===== config.mk =====
export PLATFORM = sky130hd
export DESIGN_NAME = cil_regs
export DESIGN_NICKNAME = d
export VERILOG_FILES = /design/src/rtl/cil_scale.v /design/src/rtl/cil_min4.v /design/src/rtl/cil_regs.v
export VERILOG_INCLUDE_DIRS = /design/src /design/src/rtl
export SDC_FILE = /design/constraint.sdc
export NUM_CORES = 1
export LEC_CHECK = 0
export ABC_AREA = 1
export BUFFER_PORTS_ARGS = -buffer_cell sky130_fd_sc_hd__buf_2
export CAP_MARGIN = 15
export CORE_MARGIN = 4
export CORE_UTILIZATION = 44
export CTS_BUF_LIST = sky130_fd_sc_hd__clkbuf_8
export CTS_CLUSTER_DIAMETER = 120
export DETAILED_ROUTE_END_ITERATION = 10
export PLACE_DENSITY = 0.77
export SYNTH_ARGS = -nofsm -noshare
export SYNTH_HDL_FRONTEND = slang
export SYNTH_HIERARCHICAL = 1
export SYNTH_SLANG_ARGS = --single-unit

===== constraint.sdc =====
create_clock -name clock_in -period 4.7 [get_ports clock_in]
set_input_delay 1.175 -clock clock_in [delete_from_list [all_inputs] [get_ports clock_in]]
set_output_delay 1.175 -clock clock_in [all_outputs]
set_load 0.02 [all_outputs]

===== src/rtl/cil_map.vh =====
`ifndef CIL_MAP_VH
`define CIL_MAP_VH
// ***************************************************
// register offsets and reset values
// ***************************************************
`define CIL_ADDR_VLIM      8'h02
`define CIL_ADDR_CURRENT_LIMIT_PIN      8'h03
`define CIL_ADDR_PRETERM   8'h04
`define CIL_RST_VLIM       8'h84
`define CIL_RST_CURRENT_LIMIT_PIN       8'h39
`define CIL_RST_PRETERM    8'h22
// ***************************************************
// field positions
// ***************************************************
`define CIL_VLIM_AUTORST   7
`define CIL_VLIM_DISCHG    6
`define CIL_VLIM_OOA_DIS   5
`define CIL_CURRENT_LIMIT_PIN_FORCE_OPT 7
`define CIL_CURRENT_LIMIT_PIN_FORCE_DET 6
`define CIL_CURRENT_LIMIT_PIN_OPT_EN    5
// ***************************************************
// setpoint scaling, millivolt or milliamp units
// ***************************************************
`define CIL_VFLOOR_BASE    16'h0F3C
`define CIL_VFLOOR_STEP    16'h0064
`define CIL_VFLOOR_MAXCODE 5'h10
`define CIL_ICEIL_BASE     16'h01F4
`define CIL_ICEIL_STEP     16'h0064
`define CIL_ICEIL_MAXCODE  5'h1C
`define CIL_TERMINATION_CURRENT_BASE     16'h0032
`define CIL_TERMINATION_CURRENT_STEP     16'h0032
`endif


===== src/rtl/cil_scale.v =====
`timescale 1ns/1ns
`include "cil_map.vh"
// ***************************************************
// code to setpoint: base plus step per code, clamped
// ***************************************************
module cil_scale #(
	parameter        CW   = 5,
	parameter [15:0] BASE = 16'h0000,
	parameter [15:0] STEP = 16'h0001,
	parameter [CW-1:0] MAXC = {CW{1'b1}}
) (
	input  wire [CW-1:0] code_in,
	output wire [15:0]   value_out
);
	wire [CW-1:0] clamped;
	wire [31:0]   prod;
	// clamp before multiply so the product never runs past range
	assign clamped   = (code_in > MAXC) ? MAXC : code_in;
	assign prod      = {{(32-CW){1'b0}}, clamped} * {16'h0000, STEP};
	assign value_out = BASE + prod[15:0];
endmodule


===== src/rtl/cil_min4.v =====
`timescale 1ns/1ns
// ***************************************************
// smallest of four current limits
// ***************************************************
module cil_min4 (
	input  wire [15:0] a_in,
	input  wire [15:0] b_in,
	input  wire [15:0] c_in,
	input  wire [15:0] d_in,
	output wire [15:0] min_out
);
	wire [15:0] ab;
	wire [15:0] cd;
	// two-level tree keeps the compare depth short
	assign ab      = (a_in < b_in) ? a_in : b_in;
	assign cd      = (c_in < d_in) ? c_in : d_in;
	assign min_out = (ab < cd) ? ab : cd;
endmodule


===== src/rtl/cil_regs.v =====
`timescale 1ns/1ns
`include "cil_map.vh"
module cil_regs (
	input  wire        clock_in,
	input  wire        rst_b_in,
	input  wire        wr_en_in,
	input  wire        rd_en_in,
	input  wire [7:0]  addr_in,
	input  wire [7:0]  wdata_in,
	input  wire        reg_reset_in,
	input  wire        wdog_expire_in,
	input  wire        plugin_detect_done_in,
	input  wire        optimizer_started_in,
	input  wire        source_detect_done_in,
	input  wire [15:0] optimizer_current_result_in,
	input  wire [15:0] current_limit_pin_in,
	input  wire [15:0] source_select_limit_in,
	output reg  [7:0]  rdata_out,
	output reg         rvalid_out,
	output reg         vfloor_autorestore_en_out,
	output reg         battery_discharge_load_en_out,
	output reg         light_load_audio_skip_dis_out,
	output reg  [15:0] input_voltage_floor_mv_out,
	output reg         optimizer_force_start_out,
	output reg         source_detect_force_out,
	output reg         optimizer_enable_out,
	output reg  [15:0] input_current_ceiling_ma_out,
	output reg  [15:0] effective_current_limit_ma_out,
	output reg  [15:0] precharge_current_ma_out,
	output reg  [15:0] termination_current_ma_out
);
	// ***************************************************
	// reset synchroniser
	// ***************************************************
	reg        rst_s1_q;
	reg        rst_s2_q;
	wire       rst_b;

	// two flops so release never lands near a clock edge
	always @(posedge clock_in or negedge rst_b_in) begin
		if (!rst_b_in) begin
			rst_s1_q <= 1'b0;
			rst_s2_q <= 1'b0;
		end else begin
			rst_s1_q <= 1'b1;
			rst_s2_q <= rst_s1_q;
		end
	end
	assign rst_b = rst_s2_q;

	// ***************************************************
	// register storage
	// ***************************************************
	reg  [7:0]  vlim_q;
	reg  [7:0]  vlim_d;
	reg  [7:0]  current_limit_pin_q;
	reg  [7:0]  current_limit_pin_d;
	reg  [7:0]  pt_q;
	reg  [7:0]  pt_d;
	reg         upd_q;
	wire        wr_vlim;
	wire        wr_current_limit_pin;
	wire        wr_pt;
	wire [7:0]  rst_v;
	wire [7:0]  rst_i;

	// address decode for writes
	assign wr_vlim = wr_en_in && (addr_in == `CIL_ADDR_VLIM);
	assign wr_current_limit_pin = wr_en_in && (addr_in == `CIL_ADDR_CURRENT_LIMIT_PIN);
	assign wr_pt   = wr_en_in && (addr_in == `CIL_ADDR_PRETERM);
	assign rst_v   = `CIL_RST_VLIM;
	assign rst_i   = `CIL_RST_CURRENT_LIMIT_PIN;

	// next-state: writes, then resets and hardware events
	always @* begin
		vlim_d = vlim_q;
		current_limit_pin_d = current_limit_pin_q;
		pt_d   = pt_q;
		if (wr_vlim) begin
			vlim_d = wdata_in;
		end
		if (wr_current_limit_pin) begin
			current_limit_pin_d = wdata_in;
		end
		if (wr_pt) begin
			pt_d = wdata_in;
		end
		// plug-in restore only when enabled; else field untouched
		if (plugin_detect_done_in &&
		    vlim_q[`CIL_VLIM_AUTORST]) begin
			vlim_d[4:0] = rst_v[4:0];
		end
		// hardware clear: optimizer has started
		if (optimizer_started_in && current_limit_pin_q[`CIL_CURRENT_LIMIT_PIN_FORCE_OPT]) begin
			current_limit_pin_d[`CIL_CURRENT_LIMIT_PIN_FORCE_OPT] = 1'b0;
		end
		// force detect returns to 0 when the cycle ends
		if (source_detect_done_in) begin
			current_limit_pin_d[`CIL_CURRENT_LIMIT_PIN_FORCE_DET] = 1'b0;
		end
		// watchdog keeps bits 5..0 of both limit registers
		if (wdog_expire_in) begin
			vlim_d[7:6] = rst_v[7:6];
			current_limit_pin_d[7:6] = rst_i[7:6];
			pt_d        = `CIL_RST_PRETERM;
		end
		// register reset reloads the reset value of all three registers
		if (reg_reset_in) begin
			vlim_d = `CIL_RST_VLIM;
			current_limit_pin_d = `CIL_RST_CURRENT_LIMIT_PIN;
			pt_d   = `CIL_RST_PRETERM;
		end
	end

	// storage flops; upd_q marks a completed change
	always @(posedge clock_in or negedge rst_b) begin
		if (!rst_b) begin
			vlim_q <= `CIL_RST_VLIM;
			current_limit_pin_q <= `CIL_RST_CURRENT_LIMIT_PIN;
			pt_q   <= `CIL_RST_PRETERM;
			upd_q  <= 1'b1;
		end else begin
			vlim_q <= vlim_d;
			current_limit_pin_q <= current_limit_pin_d;
			pt_q   <= pt_d;
			upd_q  <= (vlim_d != vlim_q) || (current_limit_pin_d != current_limit_pin_q) ||
			          (pt_d != pt_q);
		end
	end

	// ***************************************************
	// setpoint decode
	// ***************************************************
	wire [15:0] vfloor_mv;
	wire [15:0] iceil_ma;
	wire [15:0] ipre_ma;
	wire [15:0] termination_current_ma;
	wire [15:0] ieff_ma;

	// voltage floor, clamped at code 10h
	cil_scale #(
		.CW   (5),
		.BASE (`CIL_VFLOOR_BASE),
		.STEP (`CIL_VFLOOR_STEP),
		.MAXC (`CIL_VFLOOR_MAXCODE)
	) u_vfloor (
		.code_in   (vlim_q[4:0]),
		.value_out (vfloor_mv)
	);

	// input current ceiling, clamped at code 1Ch
	cil_scale #(
		.CW   (5),
		.BASE (`CIL_ICEIL_BASE),
		.STEP (`CIL_ICEIL_STEP),
		.MAXC (`CIL_ICEIL_MAXCODE)
	) u_iceil (
		.code_in   (current_limit_pin_q[4:0]),
		.value_out (iceil_ma)
	);

	// precharge current from the upper nibble
	cil_scale #(
		.CW   (4),
		.BASE (`CIL_TERMINATION_CURRENT_BASE),
		.STEP (`CIL_TERMINATION_CURRENT_STEP),
		.MAXC (4'hF)
	) u_ipre (
		.code_in   (pt_q[7:4]),
		.value_out (ipre_ma)
	);

	// termination current from the lower nibble
	cil_scale #(
		.CW   (4),
		.BASE (`CIL_TERMINATION_CURRENT_BASE),
		.STEP (`CIL_TERMINATION_CURRENT_STEP),
		.MAXC (4'hF)
	) u_termination_current (
		.code_in   (pt_q[3:0]),
		.value_out (termination_current_ma)
	);

	// lowest of register, optimizer, pin and source limits
	cil_min4 u_min (
		.a_in    (iceil_ma),
		.b_in    (optimizer_current_result_in),
		.c_in    (current_limit_pin_in),
		.d_in    (source_select_limit_in),
		.min_out (ieff_ma)
	);

	// ***************************************************
	// outputs and read port
	// ***************************************************
	// setpoints refresh only after a completed change
	always @(posedge clock_in or negedge rst_b) begin
		if (!rst_b) begin
			input_voltage_floor_mv_out   <= 16'h0000;
			input_current_ceiling_ma_out <= 16'h0000;
			precharge_current_ma_out     <= 16'h0000;
			termination_current_ma_out   <= 16'h0000;
		end else if (upd_q) begin
			input_voltage_floor_mv_out   <= vfloor_mv;
			input_current_ceiling_ma_out <= iceil_ma;
			precharge_current_ma_out     <= ipre_ma;
			termination_current_ma_out   <= termination_current_ma;
		end
	end

	// control bits and the live minimum
	always @(posedge clock_in or negedge rst_b) begin
		if (!rst_b) begin
			vfloor_autorestore_en_out      <= 1'b0;
			battery_discharge_load_en_out  <= 1'b0;
			light_load_audio_skip_dis_out  <= 1'b0;
			optimizer_force_start_out      <= 1'b0;
			source_detect_force_out        <= 1'b0;
			optimizer_enable_out           <= 1'b0;
			effective_current_limit_ma_out <= 16'h0000;
		end else begin
			vfloor_autorestore_en_out     <= vlim_q[`CIL_VLIM_AUTORST];
			battery_discharge_load_en_out <= vlim_q[`CIL_VLIM_DISCHG];
			light_load_audio_skip_dis_out <= vlim_q[`CIL_VLIM_OOA_DIS];
			// request reaches the optimizer only while enabled
			optimizer_force_start_out <= current_limit_pin_q[`CIL_CURRENT_LIMIT_PIN_FORCE_OPT] &&
			                             current_limit_pin_q[`CIL_CURRENT_LIMIT_PIN_OPT_EN];
			source_detect_force_out   <= current_limit_pin_q[`CIL_CURRENT_LIMIT_PIN_FORCE_DET];
			optimizer_enable_out      <= current_limit_pin_q[`CIL_CURRENT_LIMIT_PIN_OPT_EN];
			effective_current_limit_ma_out <= ieff_ma;
		end
	end

	// read data one cycle after the strobe; unmapped reads 00h
	always @(posedge clock_in or negedge rst_b) begin
		if (!rst_b) begin
			rdata_out  <= 8'h00;
			rvalid_out <= 1'b0;
		end else begin
			rvalid_out <= rd_en_in;
			if (!rd_en_in) begin
				rdata_out <= rdata_out;
			end else if (addr_in == `CIL_ADDR_VLIM) begin
				rdata_out <= vlim_q;
			end else if (addr_in == `CIL_ADDR_CURRENT_LIMIT_PIN) begin
				rdata_out <= current_limit_pin_q;
			end else if (addr_in == `CIL_ADDR_PRETERM) begin
				rdata_out <= pt_q;
			end else begin
				rdata_out <= 8'h00;
			end
		end
	end
endmodule


# Word-level counts from Yosys, hierarchy flattened

Cells that the tools add are included.
W data, S select, Z words.

Register bits: 122
Latch bits: 0
Bits in writable memories: 0
Memory bits (read-only): 0
Input port bits: 73
Output and inout port bits: 95
Memories kept: 0

$add $sub $neg: 4
$mul: 4
Div/mod/pow operators: 0
$lt $le $gt $ge: 7
Equal/unequal tests: 6
Shifts and indexed selects: 0
Multiplexer cells: 22
Bitwise logic cells: 0
Reductions and logical operators: 8

Operators by type and width:

| operator                 | number |
|---|---|
| $mux W8                  | 10 |
| $mux W16                 | 3 |
| $lt A16 B16 Y1           | 2 |
| $ne A8 B8 Y1             | 3 |
| $add A6 B10 Y11 const A  | 2 |
| $mul A5 B5 Y10 const B   | 2 |
| $mul A4 B5 Y9 const B    | 2 |
| $eq A8 B2 Y1 const B     | 2 |
| $lt A13 B16 Y1           | 1 |
| $mux W5                  | 3 |
| $add A12 B12 Y13 const A | 1 |
| $add A9 B12 Y13 const A  | 1 |
| $gt A5 B5 Y1 const B     | 2 |
| $eq A8 B3 Y1 const B     | 1 |
| $gt A4 B4 Y1 const B     | 2 |
| $mux W4                  | 2 |
| $logic_and A1 B1 Y1      | 6 |
| $mux W2                  | 2 |
| $logic_or A1 B1 Y1       | 2 |
| $mux W1                  | 2 |

# Depth between registers and ports, before layout

Gate-level depths: netlist of run 1.

Word-level depth: 9
Depth in mapped cells: 39

# Hierarchy

Netlist of run 1, hierarchy kept.

Modules (own cells, without submodules):

| module                  | instances | cells each | area each (um2) | seq. area each (um2) |
|---|---|---|---|---|
| cil_regs                | 1         | 465        | 5073.6          | 3064.2 |
| cil_min4                | 1         | 324        | 1759.2          | 0.0 |
| cil_scale at u_ipre ... | 2         | 68         | 446.7           | 0.0 |
| cil_scale at u_iceil    | 1         | 104        | 660.6           | 0.0 |
| cil_scale at u_vfloor   | 1         | 99         | 636.9           | 0.0 |

# Worst setup path before layout of run 1

OpenSTA, ideal clock, no wires.

Path type: register -> register
Start point: reg current_limit_pin_q[3]
End point: reg effective_current_limit_ma_out[0]
Arrival time: 5.413 ns
Required time: 4.634 ns
Path slack: -0.779 ns
Cell stages (with the launch flop): 36
Clock period less this slack: 5.479 ns
Path through: dfstp_2 -> nand2_1 -> inv_1 -> nand2_1 -> nand2_1 -> inv_1 -> ha_1 -> ha_1 -> ha_1 -> fa_1 -> inv_1 -> nand2_2 -> nand2_1 -> nand2_1 -> nor2_2 -> nor2_1 -> nand2_1 -> nand2_1 -> ha_1 -> nand2_1 -> o21bai_1 -> a21oi_1 -> nor2_1 -> nand2_1 -> clkbuf_1 -> nor2_1 -> a21oi_1 -> ha_1 -> a21oi_1 -> nor2_1 -> a211oi_1 -> o221a_2 -> clkbuf_1 -> clkbuf_1 -> nand3_1 -> nand2_1

Word-level cells in the longest chain between the ends: 8

Ends and longest elaborated chain:

| item                     | RTL line       | source |
|---|---|---|
| start: declaration       | cil_regs.v:56  | `reg [7:0] current_limit_pin_q;` |
| start signal: assignment | cil_regs.v:119 | `` current_limit_pin_q <= `CIL_RST_CURRENT_LIMIT_PIN; `` |
| start signal: assignment | cil_regs.v:124 | `current_limit_pin_q <= current_limit_pin_d;` |
| $gt A5 B5 Y1 (*)         | cil_scale.v:18 | `assign clamped = (code_in > MAXC) ? MAXC : code_in;` |
| $mux W5 (*)              | cil_scale.v:18 |  |
| $mul A5 B5 Y10 (*)       | cil_scale.v:19 | `assign prod = {{(32-CW){1'b0}}, clamped} * {16'h0000, STEP};` |
| $add A9 B12 Y13 (*)      | cil_scale.v:20 | `assign value_out = BASE + prod[15:0];` |
| named net iceil_ma[2]    | cil_regs.v:135 | `wire [15:0] iceil_ma;` |
| $lt A13 B16 Y1           | cil_min4.v:15  | `assign ab = (a_in < b_in) ? a_in : b_in;` |
| $mux W16 (*)             | cil_min4.v:15  |  |
| $lt A16 B16 Y1           | cil_min4.v:17  | `assign min_out = (ab < cd) ? ab : cd;` |
| $mux W16 (*)             | cil_min4.v:17  |  |
| named net ieff_ma[0]     | cil_regs.v:138 | `wire [15:0] ieff_ma;` |
| end signal: assignment   | cil_regs.v:230 | `effective_current_limit_ma_out <= ieff_ma;` |
| end: declaration         | cil_regs.v:28  | `output reg [15:0] effective_current_limit_ma_out,` |

Mark *: on every way through the listed nets, which the timed path passes. The rest lies on a longest branch.
A chain may end at the register's enable or synchronous reset.

# Worst setup path in the final report of run 1

Start point: reg current_limit_pin_q[3]
End point: reg effective_current_limit_ma_out[7]

Word-level cells in the longest chain between the ends: 8

Ends and longest elaborated chain:

| item                   | RTL line |
|---|---|
| $gt A5 B5 Y1           | cil_scale.v:18 |
| $mux W5 (*)            | cil_scale.v:18 |
| $mul A5 B5 Y10 (*)     | cil_scale.v:19 |
| $add A9 B12 Y13 (*)    | cil_scale.v:20 |
| named net iceil_ma[11] | cil_regs.v:135 |
| $lt A13 B16 Y1         | cil_min4.v:15 |
| $mux W16 (*)           | cil_min4.v:15 |
| $lt A16 B16 Y1         | cil_min4.v:17 |
| $mux W16 (*)           | cil_min4.v:17 |
| named net ieff_ma[7]   | cil_regs.v:138 |

Marked as above.

==> results.yml, run 1 <==
timing:
  timing.final.crit_period_ps: 5030
  period_share: 1.07
  setup_viol_count_final: 16
  relSlewSlack: 0.310
  fin_hold_ws_ps: 357
  clock.fmax_ghz: 0.199
  rsz0062_at_grt: "true"
  hold_viol_final: 0
  finalWorstSetupSlack_ps: -325
  worstMarginPinSlew_ps: 1030
  slew_violations: 0
  clock_skew_ps: 12.2
pwr:
  power.clock.fraction: 0.271
  p_int_uw: 2080
  p_total_uw: 3270
  power_per_cell_area_nw_per_um2: 293
  sw_frac_of_total: 0.363
  ir_drop_uv: 263
  power.sequential.fraction: 0.402
  net-switching-power_uw: 1190
  comb_power_share: 0.326
  p_leak_uw: 0.00600
worst_setup_path:
  cpLargestDelayFamily: "adder cells"
  cp.buffers_inverters: 5
  worstSetupEndpointType: "register"
  crit_type: "reg -> reg"
  cp.required_ps: 5040
  reg2regPathDepth: 30
  cp-start-kind: "register"
  crit-reg2reg-launch: "current_limit_pin_q[3]$_DFF_PN1_"
  cp-startpoint: "current_limit_pin_q[3]$_DFF_PN1_"
  master_of_the_slowest_instance_on_the_critical_path: "sky130_fd_sc_hd__dfstp_2"
  terminus_of_the_critical_flop_to_flop_path: "effective_current_limit_ma_out[7]$_DFF_PN0_"
  crit_arrival_ps: 5370
  worst-path-max-fanout: 8
  ff2ff_setup_slack_ps: -330
  critical_path.max_stage_delay_ps: 530
finish:
  layout.cells.most_common_list: "sky130_fd_sc_hd__nand2_1, sky130_fd_sc_hd__buf_2, sky130_fd_sc_hd__inv_1"
  fill_cells: 1758
  insertedDiodeCount: 0
  area_growth_pct: 23.5
  final_common_cell: "sky130_fd_sc_hd__nand2_1"
  layout-drive-gt1-share: 0.321
  post-route-cell-area_um2: 11100
  layout.nets: 1509
logic_synthesis:
  yosysSeqAreaShare: 0.340
  synth_mux_area_frac: 0.0799
  yosys.area_share.simple: 0.240
  yosys.cell_types.count: 39
  synth_compound_area_frac: 0.0657
  synthAdderAreaFrac: 0.143
  yosys.area_share.xor_xnor: 0.0241
  yosysWarningCount: 6
  synth-seq-cells: 122
  dominant_combinational_cell_family_by_area_after_synthesis: "simple AND/OR/NAND/NOR gates"
  netlist_instances: 1128
  mappedNetlistArea_um2: 9020
  synth.avg_cell_area_um2: 8.00
floorplan:
  fp.dieH_um: 151
  starting_density_of_the_core: 0.446
  floorplan.io_pins: 168
  coreArea_um2: 20200
  floorplan.rows: 52
  die-width_um: 151
  dieArea_um2: 22900
global_route:
  grt-ovfl-total: 0
  maximum_number_of_pins_on_one_net_before_global_route_repair: 80
  number_of_antenna_violations_at_the_first_check_in_global_routing: 0
  vias_in_the_first_global_route: 7644
  gr-usage-all-layers: 0.193
  wire_length_of_the_first_global_routing_pass_mm: 35.6
placement:
  portBuffers: 167
  placed_cell_area_um2: 10400
  routabilityCongestion: 0.882
  hpwlAfterDp_mm: 16.5
route:
  detailedRoute.firstPassIterationCount: 7
  dr_total_vias: 8070
  antenna_left: 0
  vias_per_cell: 4.99
  remaining_drc_errors: 0
  initialDrtViolationCount: 428
  final_wirelength_mm: 22.2
  post_drt_wl_per_cell_um: 13.7
min_path:
  min_path_type: "reg -> reg"
  hold-path-cell-count: 0
  holdCritStartpoint: "rst_s1_q$_DFF_PN0_"
  min_delay_worst_endpoint: "rst_b$_DFF_PN0_"
cts:
  worst_setup_hold_path_clk_slew_ps: 80
  clock_sink_count: 122
  worst_skew_pair.late_latency_ps: 450
  ctsHtreeMaxLevel: 4
  cts_tree: "yes"
  post_cts_hold_buffer_count: 0
  cts_inserted_buffers: 17
  clockRootBuffer: "sky130_fd_sc_hd__clkbuf_8"
  clock_path_buffers: 2
flow_run:
  max_cap_violations: 0
outcome:
  failed_checks: "negative setup slack"
  outcome: "complete, but fails checks"
[per-layer routing]
| metal | vias up | GRT usage | share of wire |
|---|---|---|---|
| li1 | 4015 | - | - |
| met1 | 3763 | 0.242 | 0.43 |
| met2 | 247 | 0.327 | 0.49 |
| met3 | 45 | 0.0479 | 0.065 |
| met4 | 0 | 0.0571 | 0.020 |
| met5 | - | 0 | 0 |
[registers in the layout, indices dropped and copies added, names as in the netlist]
register and cells:
optimizer_enable_out 1, rst_s1_q 1, upd_q 1, light_load_audio_skip_dis_out 1, rdata_out 8, pt_q 8
optimizer_force_start_out 1, vlim_q 8, effective_current_limit_ma_out 16, precharge_current_ma_out 16, input_voltage_floor_mv_out 16, rvalid_out 1
rst_b 1, current_limit_pin_q 8, input_current_ceiling_ma_out 16, source_detect_force_out 1, vfloor_autorestore_en_out 1, battery_discharge_load_en_out 1
termination_current_ma_out 16
[worst max path at each step]
stage                                                         to  slack, ps  depth (start not counted)
floorplan            effective_current_limit_ma_out[5]$_DFF_PN0_       -220                         36
global placement    effective_current_limit_ma_out[15]$_DFF_PN0_       -150                         34
detailed placement   effective_current_limit_ma_out[3]$_DFF_PN0_       -310                         34
CTS                 effective_current_limit_ma_out[13]$_DFF_PN0_       -260                         35
global route         effective_current_limit_ma_out[8]$_DFF_PN0_       -580                         31
finish               effective_current_limit_ma_out[7]$_DFF_PN0_       -330                         30
[power groups by stage]
stage,Combinational [uW],Clock (uW),Sequential (uW)
floorplan,404,0,1550
global placement,926,0,1330
detailed placement,950,0,1330
CTS,1020,915,1320
global route,1160,961,1340
finish,1070,887,1310
[final cells by class]
type,count,area (um2),area share
sequential,122,3070,0.275
clock buffer,17,234,0.0210
multi-input combinational,805,5410,0.486
tap,270,338,0.0303
timing repair buffer,221,1340,0.120
clock inverter,15,125,0.0112
inverter,168,631,0.0566
[cell usage after synthesis, drive strengths merged]
cell type | n | area [um2]
mux2 | 64 | 721
nor3 | 7 | 35.0
clkinv | 2 | 7.51
nand3 | 79 | 450
a21o | 1 | 7.51
o21ai | 44 | 224
nand3b | 3 | 22.5
dfstp | 9 | 236
conb | 5 | 18.8
dfrtp | 113 | 2830
a221oi | 8 | 70.1
buf | 38 | 265
xor2 | 15 | 139
a211oi | 2 | 15.0
o221a | 1 | 11.3
inv | 166 | 623
o21bai | 1 | 7.51
fa | 4 | 80.1
or2 | 1 | 6.26
clkbuf | 14 | 52.6
nand4 | 25 | 156
nor2 | 83 | 339
a21oi | 50 | 258
ha | 97 | 1210
nand2 | 287 | 1160
xnor2 | 9 | 78.8
[what timing repair did]
item                                   in CTS  in global routing
setup endpoints to repair                  16                 16
resized for setup                          20                 44
buffers inserted                            4                  5
endpoints found under the hold margin       0                  0
gates cloned                                3                  0
pin swaps                                  20                 37
[logic make-up after synthesis]
group	after synthesis
buffers and inverters	220
flip-flops	122
other	5
adder cells (fa/ha/maj)	101
AND/OR/NAND/NOR	485
AO/OA/AOI/OAI	107
multiplexers	64
XOR/XNOR	24
[stage by stage]
stage	utilization	TNS [ps]	std cells	worst slack, ps
finish	0.551	-4790	1618	-325
global placement	0.512	-2290	1574	-155
global route	0.551	-8760	1618	-579
floorplan	-	-2890	1146	-220
detailed placement	0.512	-4750	1574	-313
CTS	0.539	-3930	1613	-257
Note: power is estimated with default switching activity, not from simulation.
==> run 2, diff against run 1 <==
clock period = 6.2 ns   (was 4.7 ns; I/O delays follow)
==> run 2 against run 1 <==
Net effect: the run now ends clean; cell count decreased by 3.0%; via count decreased by 4.0%; count of clock-buffer cells in the layout unchanged; die area unchanged; final area fell by 6.8%; non-clock buffer count decreased by 50; sequential power decreased by 24%; combinational power down 35%; global-route usage is 0.48 points lower; largest cell class unchanged.
==> results.yml, run 2 (synthesis results as in run 1) <==
route:
  drt-met1-wl_mm: 9.35
  initialDrtViolationCount: 473
  met2RoutedLength_mm: 9.95
  met3RoutedLength_mm: 1.25
  detailedRoute.firstPassIterationCount: 5
  dr_total_vias: 7748
  final_wirelength_mm: 21.0
  antenna_left: 0
  top_signal_layer_used: "met5"
  post_drt_wl_per_cell_um: 13.4
  vias_per_cell: 4.94
  remaining_drc_errors: 0
pwr:
  p_total_uw: 2350
  power_per_cell_area_nw_per_um2: 226
  p_leak_uw: 0.00567
  ir_drop_uv: 171
global_route:
  grt-ovfl-total: 0
  vias_in_the_first_global_route: 7417
  number_of_antenna_violations_at_the_first_check_in_global_routing: 2
  gr-usage-all-layers: 0.188
  wire_length_of_the_first_global_routing_pass_mm: 34.6
  maximum_number_of_pins_on_one_net_before_global_route_repair: 73
timing:
  period_share: 0.917
  relSlewSlack: 0.389
  setup_viol_count_final: 0
  final.setup.tns_ps: 0
  slew_violations: 0
  clock_skew_ps: 7.25
  timing.final.crit_period_ps: 5680
  worstMarginPinSlew_ps: 917
  hold_viol_final: 0
  clock.fmax_ghz: 0.176
worst_setup_path:
  crit-reg2reg-launch: "current_limit_pin_q[3]$_DFF_PN1_"
  worst-path-max-fanout: 17
  ff2ff_setup_slack_ps: 520
  master_of_the_slowest_instance_on_the_critical_path: "sky130_fd_sc_hd__dfstp_2"
  reg2regPathDepth: 35
  crit_type: "reg -> reg"
  critical_path.max_stage_delay_ps: 610
  critical-path-top-cell-by-count: "sky130_fd_sc_hd__nand2_1"
  cp.required_ps: 6530
  worstSetupEndpointType: "register"
  crit_arrival_ps: 6020
  terminus_of_the_critical_flop_to_flop_path: "effective_current_limit_ma_out[12]$_DFF_PN0_"
  cp-start-kind: "register"
floorplan:
  floorplan.rows: 52
  die-width_um: 151
  coreArea_um2: 20200
  starting_density_of_the_core: 0.446
  fp.dieH_um: 151
  floorplan.io_pins: 168
  dieArea_um2: 22900
finish:
  layout.cells.most_common_list: "sky130_fd_sc_hd__nand2_1, sky130_fd_sc_hd__buf_2, sky130_fd_sc_hd__inv_1"
  area_growth_pct: 15.1
  fill_cells: 1941
  area_used_by_multi_input_combinational_logic_um2: 5110
  regArea_um2: 3070
  layout-drive-gt1-share: 0.251
  layout.nets: 1458
  fin_util: 0.513
  final_common_cell: "sky130_fd_sc_hd__nand2_1"
outcome:
  outcome: "completed"
cts:
  cts_tree: "yes"
  worst_skew_pair.late_latency_ps: 440
  worst_setup_hold_path_clk_slew_ps: 80
  clock_sink_count: 122
  ctsHtreeMaxLevel: 4
  clock_path_buffers: 2
  clockRootBuffer: "sky130_fd_sc_hd__clkbuf_8"
  cts_inserted_buffers: 17
placement:
  portBuffers: 167
  hpwlAfterDp_mm: 16.3
  routabilityCongestion: 0.892
min_path:
  min_path_type: "reg -> async"
flow_run:
  max_cap_violations: 0
-- run 2: changes by cell type in the layout (fill, tap and decap cells not counted), sizes merged --
cell      delta
clkinv       -1
nand2        -1
buf         -50
clkinvlp     +2
inv          -1
diode        +2
-- run 2: final cells by class --
type / instances / share of cell area
Sequential cell: 122 / 0.295
Multi-Input combinational cell: 804 / 0.492
Clock buffer: 17 / 0.0225
Tap cell: 270 / 0.0325
Clock inverter: 15 / 0.0124
Inverter: 168 / 0.0607
Timing Repair Buffer: 171 / 0.0837
Antenna cell: 2 / 0.000482
-- run 2: repair_timing --
action                     in CTS  in global routing
hold buffers                    0                  0
setup buffers                   0                  0
resized for setup               0                  8
setup endpoints to repair       0                 16
-- run 2: routing by layer --
metal,track usage,vias up
met5,0,-
met4,0.0648,2
met3,0.0401,35
met2,0.313,228
met1,0.242,3568
li1,-,3915
-- run 2: worst max path at each step --
stage,start,endpoint,slack [ps],cells past startpoint
final,current_limit_pin_q[3]$_DFF_PN1_,effective_current_limit_ma_out[12]$_DFF_PN0_,520,35
after global routing,current_limit_pin_q[4]$_DFF_PN1_,effective_current_limit_ma_out[11]$_DFF_PN0_,-10,35
after CTS,current_limit_pin_q[3]$_DFF_PN1_,effective_current_limit_ma_out[7]$_DFF_PN0_,200,35
after detailed placement,current_limit_pin_q[3]$_DFF_PN1_,effective_current_limit_ma_out[12]$_DFF_PN0_,240,35
after global placement,current_limit_pin_q[3]$_DFF_PN1_,effective_current_limit_ma_out[2]$_DFF_PN0_,460,35
after floorplan,current_limit_pin_q[3]$_DFF_PN1_,effective_current_limit_ma_out[0]$_DFF_PN0_,720,35
-- run 2: power by group --
group,internal (uW),leakage (uW),switching (uW)
Combinational,260,0.00402,434
Sequential,926,0.00147,66.2
Clock,315,0.000177,350
-- run 2: stage by stage --
| stage | cell area, um2 | setup slack (ps) | instances | hold WS [ps] |
|---|---|---|---|---|
| after floorplan | 9090 | 721 | 1146 | 331 |
| after global routing | 10400 | -11.0 | 1568 | 374 |
| after detailed placement | 9970 | 239 | 1534 | 340 |
| final | 10400 | 515 | 1569 | 359 |
| after global placement | 9970 | 461 | 1534 | 339 |
| after CTS | 10300 | 197 | 1566 | 362 |
-- run 2: worst max-delay path: cells and delay by family (launching register included) --
kind                     cells  cell delay, ps
flip-flops                   1             610
AO/OA/AOI/OAI                5             830
adder cells (fa/ha/maj)      6            1920
AND/OR/NAND/NOR             20            1770
buffers and inverters        4             420
==> run 3, diff against run 2 <==
PLACE_DENSITY = 0.78   (was 0.77)
SYNTH_HIERARCHICAL = unset   (was 1)
==> run 3 against run 2 <==
Net effect: die area down 17%; clock power is 27% lower; final area fell by 17%; global-route usage rose by 0.12 points; count of clock-buffer cells in the layout is 8 lower; wire length down 12%; cell count shrank 15%; first-iteration DRC count increased by 2.3%; setup slack lost 130 ps; sequential power fell by 19%; largest cell class unchanged.
==> results.yml, run 3 <==
worst_setup_path:
  critical_path.max_stage_delay_ps: 570
  reg2regPathDepth: 30
  terminus_of_the_critical_flop_to_flop_path: "effective_current_limit_ma_out[8]$_DFF_PN0_"
  cp.required_ps: 6520
  worst-path-max-fanout: 10
  crit_type: "reg -> reg"
  ff2ff_setup_slack_ps: 390
  master_of_the_slowest_instance_on_the_critical_path: "sky130_fd_sc_hd__dfstp_2"
  worstSetupEndpointType: "register"
  critical-path-top-cell-by-count: "sky130_fd_sc_hd__ha_1"
  cp-start-kind: "register"
  crit_arrival_ps: 6140
  crit-reg2reg-launch: "current_limit_pin_q[4]$_DFF_PN1_"
cts:
  worst_setup_hold_path_clk_slew_ps: 110
  clock_sink_count: 100
  ctsHtreeMaxLevel: 3
  clock_path_buffers: 2
  post_cts_hold_buffer_count: 0
  cts_tree: "yes"
  clockRootBuffer: "sky130_fd_sc_hd__clkbuf_8"
  worst_skew_pair.late_latency_ps: 390
  cts_inserted_buffers: 9
logic_synthesis:
  ys_top_cells_by_area: "sky130_fd_sc_hd__dfrtp_1, sky130_fd_sc_hd__ha_1, sky130_fd_sc_hd__nand2_1, sky130_fd_sc_hd__inv_1, sky130_fd_sc_hd__o21ai_0"
  synthMostInstantiatedCell: "sky130_fd_sc_hd__nand2_1"
  synth_top_area_share: 0.306
  yosysSeqAreaShare: 0.338
  synth-seq-cells: 100
  synth_edf_count: 0
  async_reset_ff_frac: 1.00
  yosys.cell_types.count: 49
  mappedNetlistArea_um2: 7430
  synth_flop_cell: "sky130_fd_sc_hd__dfrtp_1"
  synth.avg_cell_area_um2: 7.74
  yosysWarningCount: 0
  synth.largest_area_cell: "sky130_fd_sc_hd__dfrtp_1"
  netlist_instances: 961
  synth_top_cells_by_count: "sky130_fd_sc_hd__nand2_1, sky130_fd_sc_hd__inv_1, sky130_fd_sc_hd__ha_1"
route:
  detailedRoute.firstPassIterationCount: 5
  antenna_left: 0
  dr_total_vias: 6630
  final_wirelength_mm: 18.4
  remaining_drc_errors: 0
  post_drt_wl_per_cell_um: 13.8
  vias_per_cell: 4.98
  initialDrtViolationCount: 484
finish:
  register_name_with_the_most_flops: "effective_current_limit_ma_out"
  post-route-cell-area_um2: 8620
  fill_cells: 1575
  area_used_by_multi_input_combinational_logic_um2: 4280
  area_growth_pct: 16.0
  largest_register_ffs: 16
  layout-drive-gt1-share: 0.201
  regArea_um2: 2520
  largest_registers: "effective_current_limit_ma_out: 16 flops, input_current_ceiling_ma_out: 11 flops, input_voltage_floor_mv_out: 11 flops"
  layout.cells.most_common_list: "sky130_fd_sc_hd__nand2_1, sky130_fd_sc_hd__buf_2, sky130_fd_sc_hd__inv_1"
  layout.nets: 1276
  final_common_cell: "sky130_fd_sc_hd__nand2_1"
  insertedDiodeCount: 0
timing:
  fin_hold_ws_ps: 294
  clock_skew_ps: 15.4
  hold_viol_final: 0
  clock.fmax_ghz: 0.172
  period_share: 0.938
  timing.final.crit_period_ps: 5810
  setup_viol_count_final: 0
  worstMarginPinSlew_ps: 821
  slew_violations: 0
  finalWorstSetupSlack_ps: 385
  relSlewSlack: 0.451
min_path:
  min_path_type: "reg -> async"
floorplan:
  dieArea_um2: 19000
  floorplan.rows: 47
  die-width_um: 138
  starting_density_of_the_core: 0.448
  fp.dieH_um: 138
  floorplan.io_pins: 168
  coreArea_um2: 16600
global_route:
  number_of_antenna_violations_at_the_first_check_in_global_routing: 0
  vias_in_the_first_global_route: 6132
  gr-usage-all-layers: 0.189
  grt_use_met2: 0.318
  maximum_number_of_pins_on_one_net_before_global_route_repair: 65
  gr-max-usage-layer: "met2"
  gr-usage-met3: 0.0341
  wire_length_of_the_first_global_routing_pass_mm: 28.8
  grt-ovfl-total: 0
  grt_util_met1: 0.252
flow_run:
  max_cap_violations: 0
pwr:
  sw_frac_of_total: 0.361
  comb_power_share: 0.289
  p_leak_uw: 0.00484
  net-switching-power_uw: 657
  power.sequential.fraction: 0.444
  ir_drop_uv: 105
  power_per_cell_area_nw_per_um2: 211
  p_int_uw: 1160
  p_total_uw: 1820
  power.clock.fraction: 0.268
outcome:
  outcome: "completed"
placement:
  placed_cell_area_um2: 8310
  hpwlAfterDp_mm: 14.6
  pre_cts_ws_ps: 124
  routabilityCongestion: 0.912
  portBuffers: 145
==> run 3: worst max path at each step <==
stage | startpoint | end | slack (ps)
after floorplan | current_limit_pin_q[3]$_DFF_PN1_ | effective_current_limit_ma_out[0]$_DFF_PN0_ | 420
final | current_limit_pin_q[4]$_DFF_PN1_ | effective_current_limit_ma_out[8]$_DFF_PN0_ | 390
after global placement | current_limit_pin_q[3]$_DFF_PN1_ | effective_current_limit_ma_out[2]$_DFF_PN0_ | 430
after global routing | current_limit_pin_q[4]$_DFF_PN1_ | effective_current_limit_ma_out[7]$_DFF_PN0_ | -40
after detailed placement | current_limit_pin_q[3]$_DFF_PN1_ | effective_current_limit_ma_out[1]$_DFF_PN0_ | 120
after CTS | current_limit_pin_q[3]$_DFF_PN1_ | effective_current_limit_ma_out[7]$_DFF_PN0_ | 90
==> run 3: layout make-up <==
class	count	share of cell area
inverters	138	0.0609
multi-input cells	703	0.496
repair buffers	154	0.0920
clock buffers	9	0.0144
clock inverters	7	0.0119
flip-flops and latches	100	0.292
repair inverters	1	0.000871
well taps	220	0.0319
==> run 3: repair_timing <==
action,4_1_cts,5_1_grt
resized for setup,0,19
setup buffers,0,3
setup endpoints to repair,0,16
==> run 3: cell families after synthesis <==
logic type               after synthesis  synth area share
AO/OA/AOI/OAI                        159             0.125
other                                  2           0.00101
buffers and inverters                182             0.106
flip-flops                           100             0.338
AND/OR/NAND/NOR                      390             0.226
XOR/XNOR                              31            0.0365
multiplexers                           1           0.00151
adder cells (fa/ha/maj)               96             0.166
==> run 3: critical path, delay by kind of cell, from the launching register on <==
family          cells  cell delay (ps)
flops               1              570
xor+xnor            1              240
compound gates      7             1240
fa+ha+maj           7             2090
simple gates       11             1120
buf+inv             4              440
==> run 3: stage by stage <==
stage / setup TNS, ps / cells / util
5_1_grt: -91.4 / 1332 / 0.520
6_report: 0 / 1332 / 0.520
4_1_cts: 0 / 1328 / 0.514
3_3_place_gp: 0 / 1312 / 0.501
3_5_place_dp: 0 / 1312 / 0.501
2_1_floorplan: 0 / 985 / -
==> run 3: power by group through the flow <==
stage	Clock, uW	Combinational, uW	Sequential [uW]
2_1_floorplan	0	216	941
3_3_place_gp	0	509	820
3_5_place_dp	0	520	819
4_1_cts	497	521	807
5_1_grt	525	579	817
6_report	487	525	806
==> run 3: metal layers <==
metal / wire length, um / vias up
met5: 0 / -
li1: - / 3379
met4: 217 / 0
met1: 8330 / 3027
met2: 8540 / 207
met3: 1330 / 17
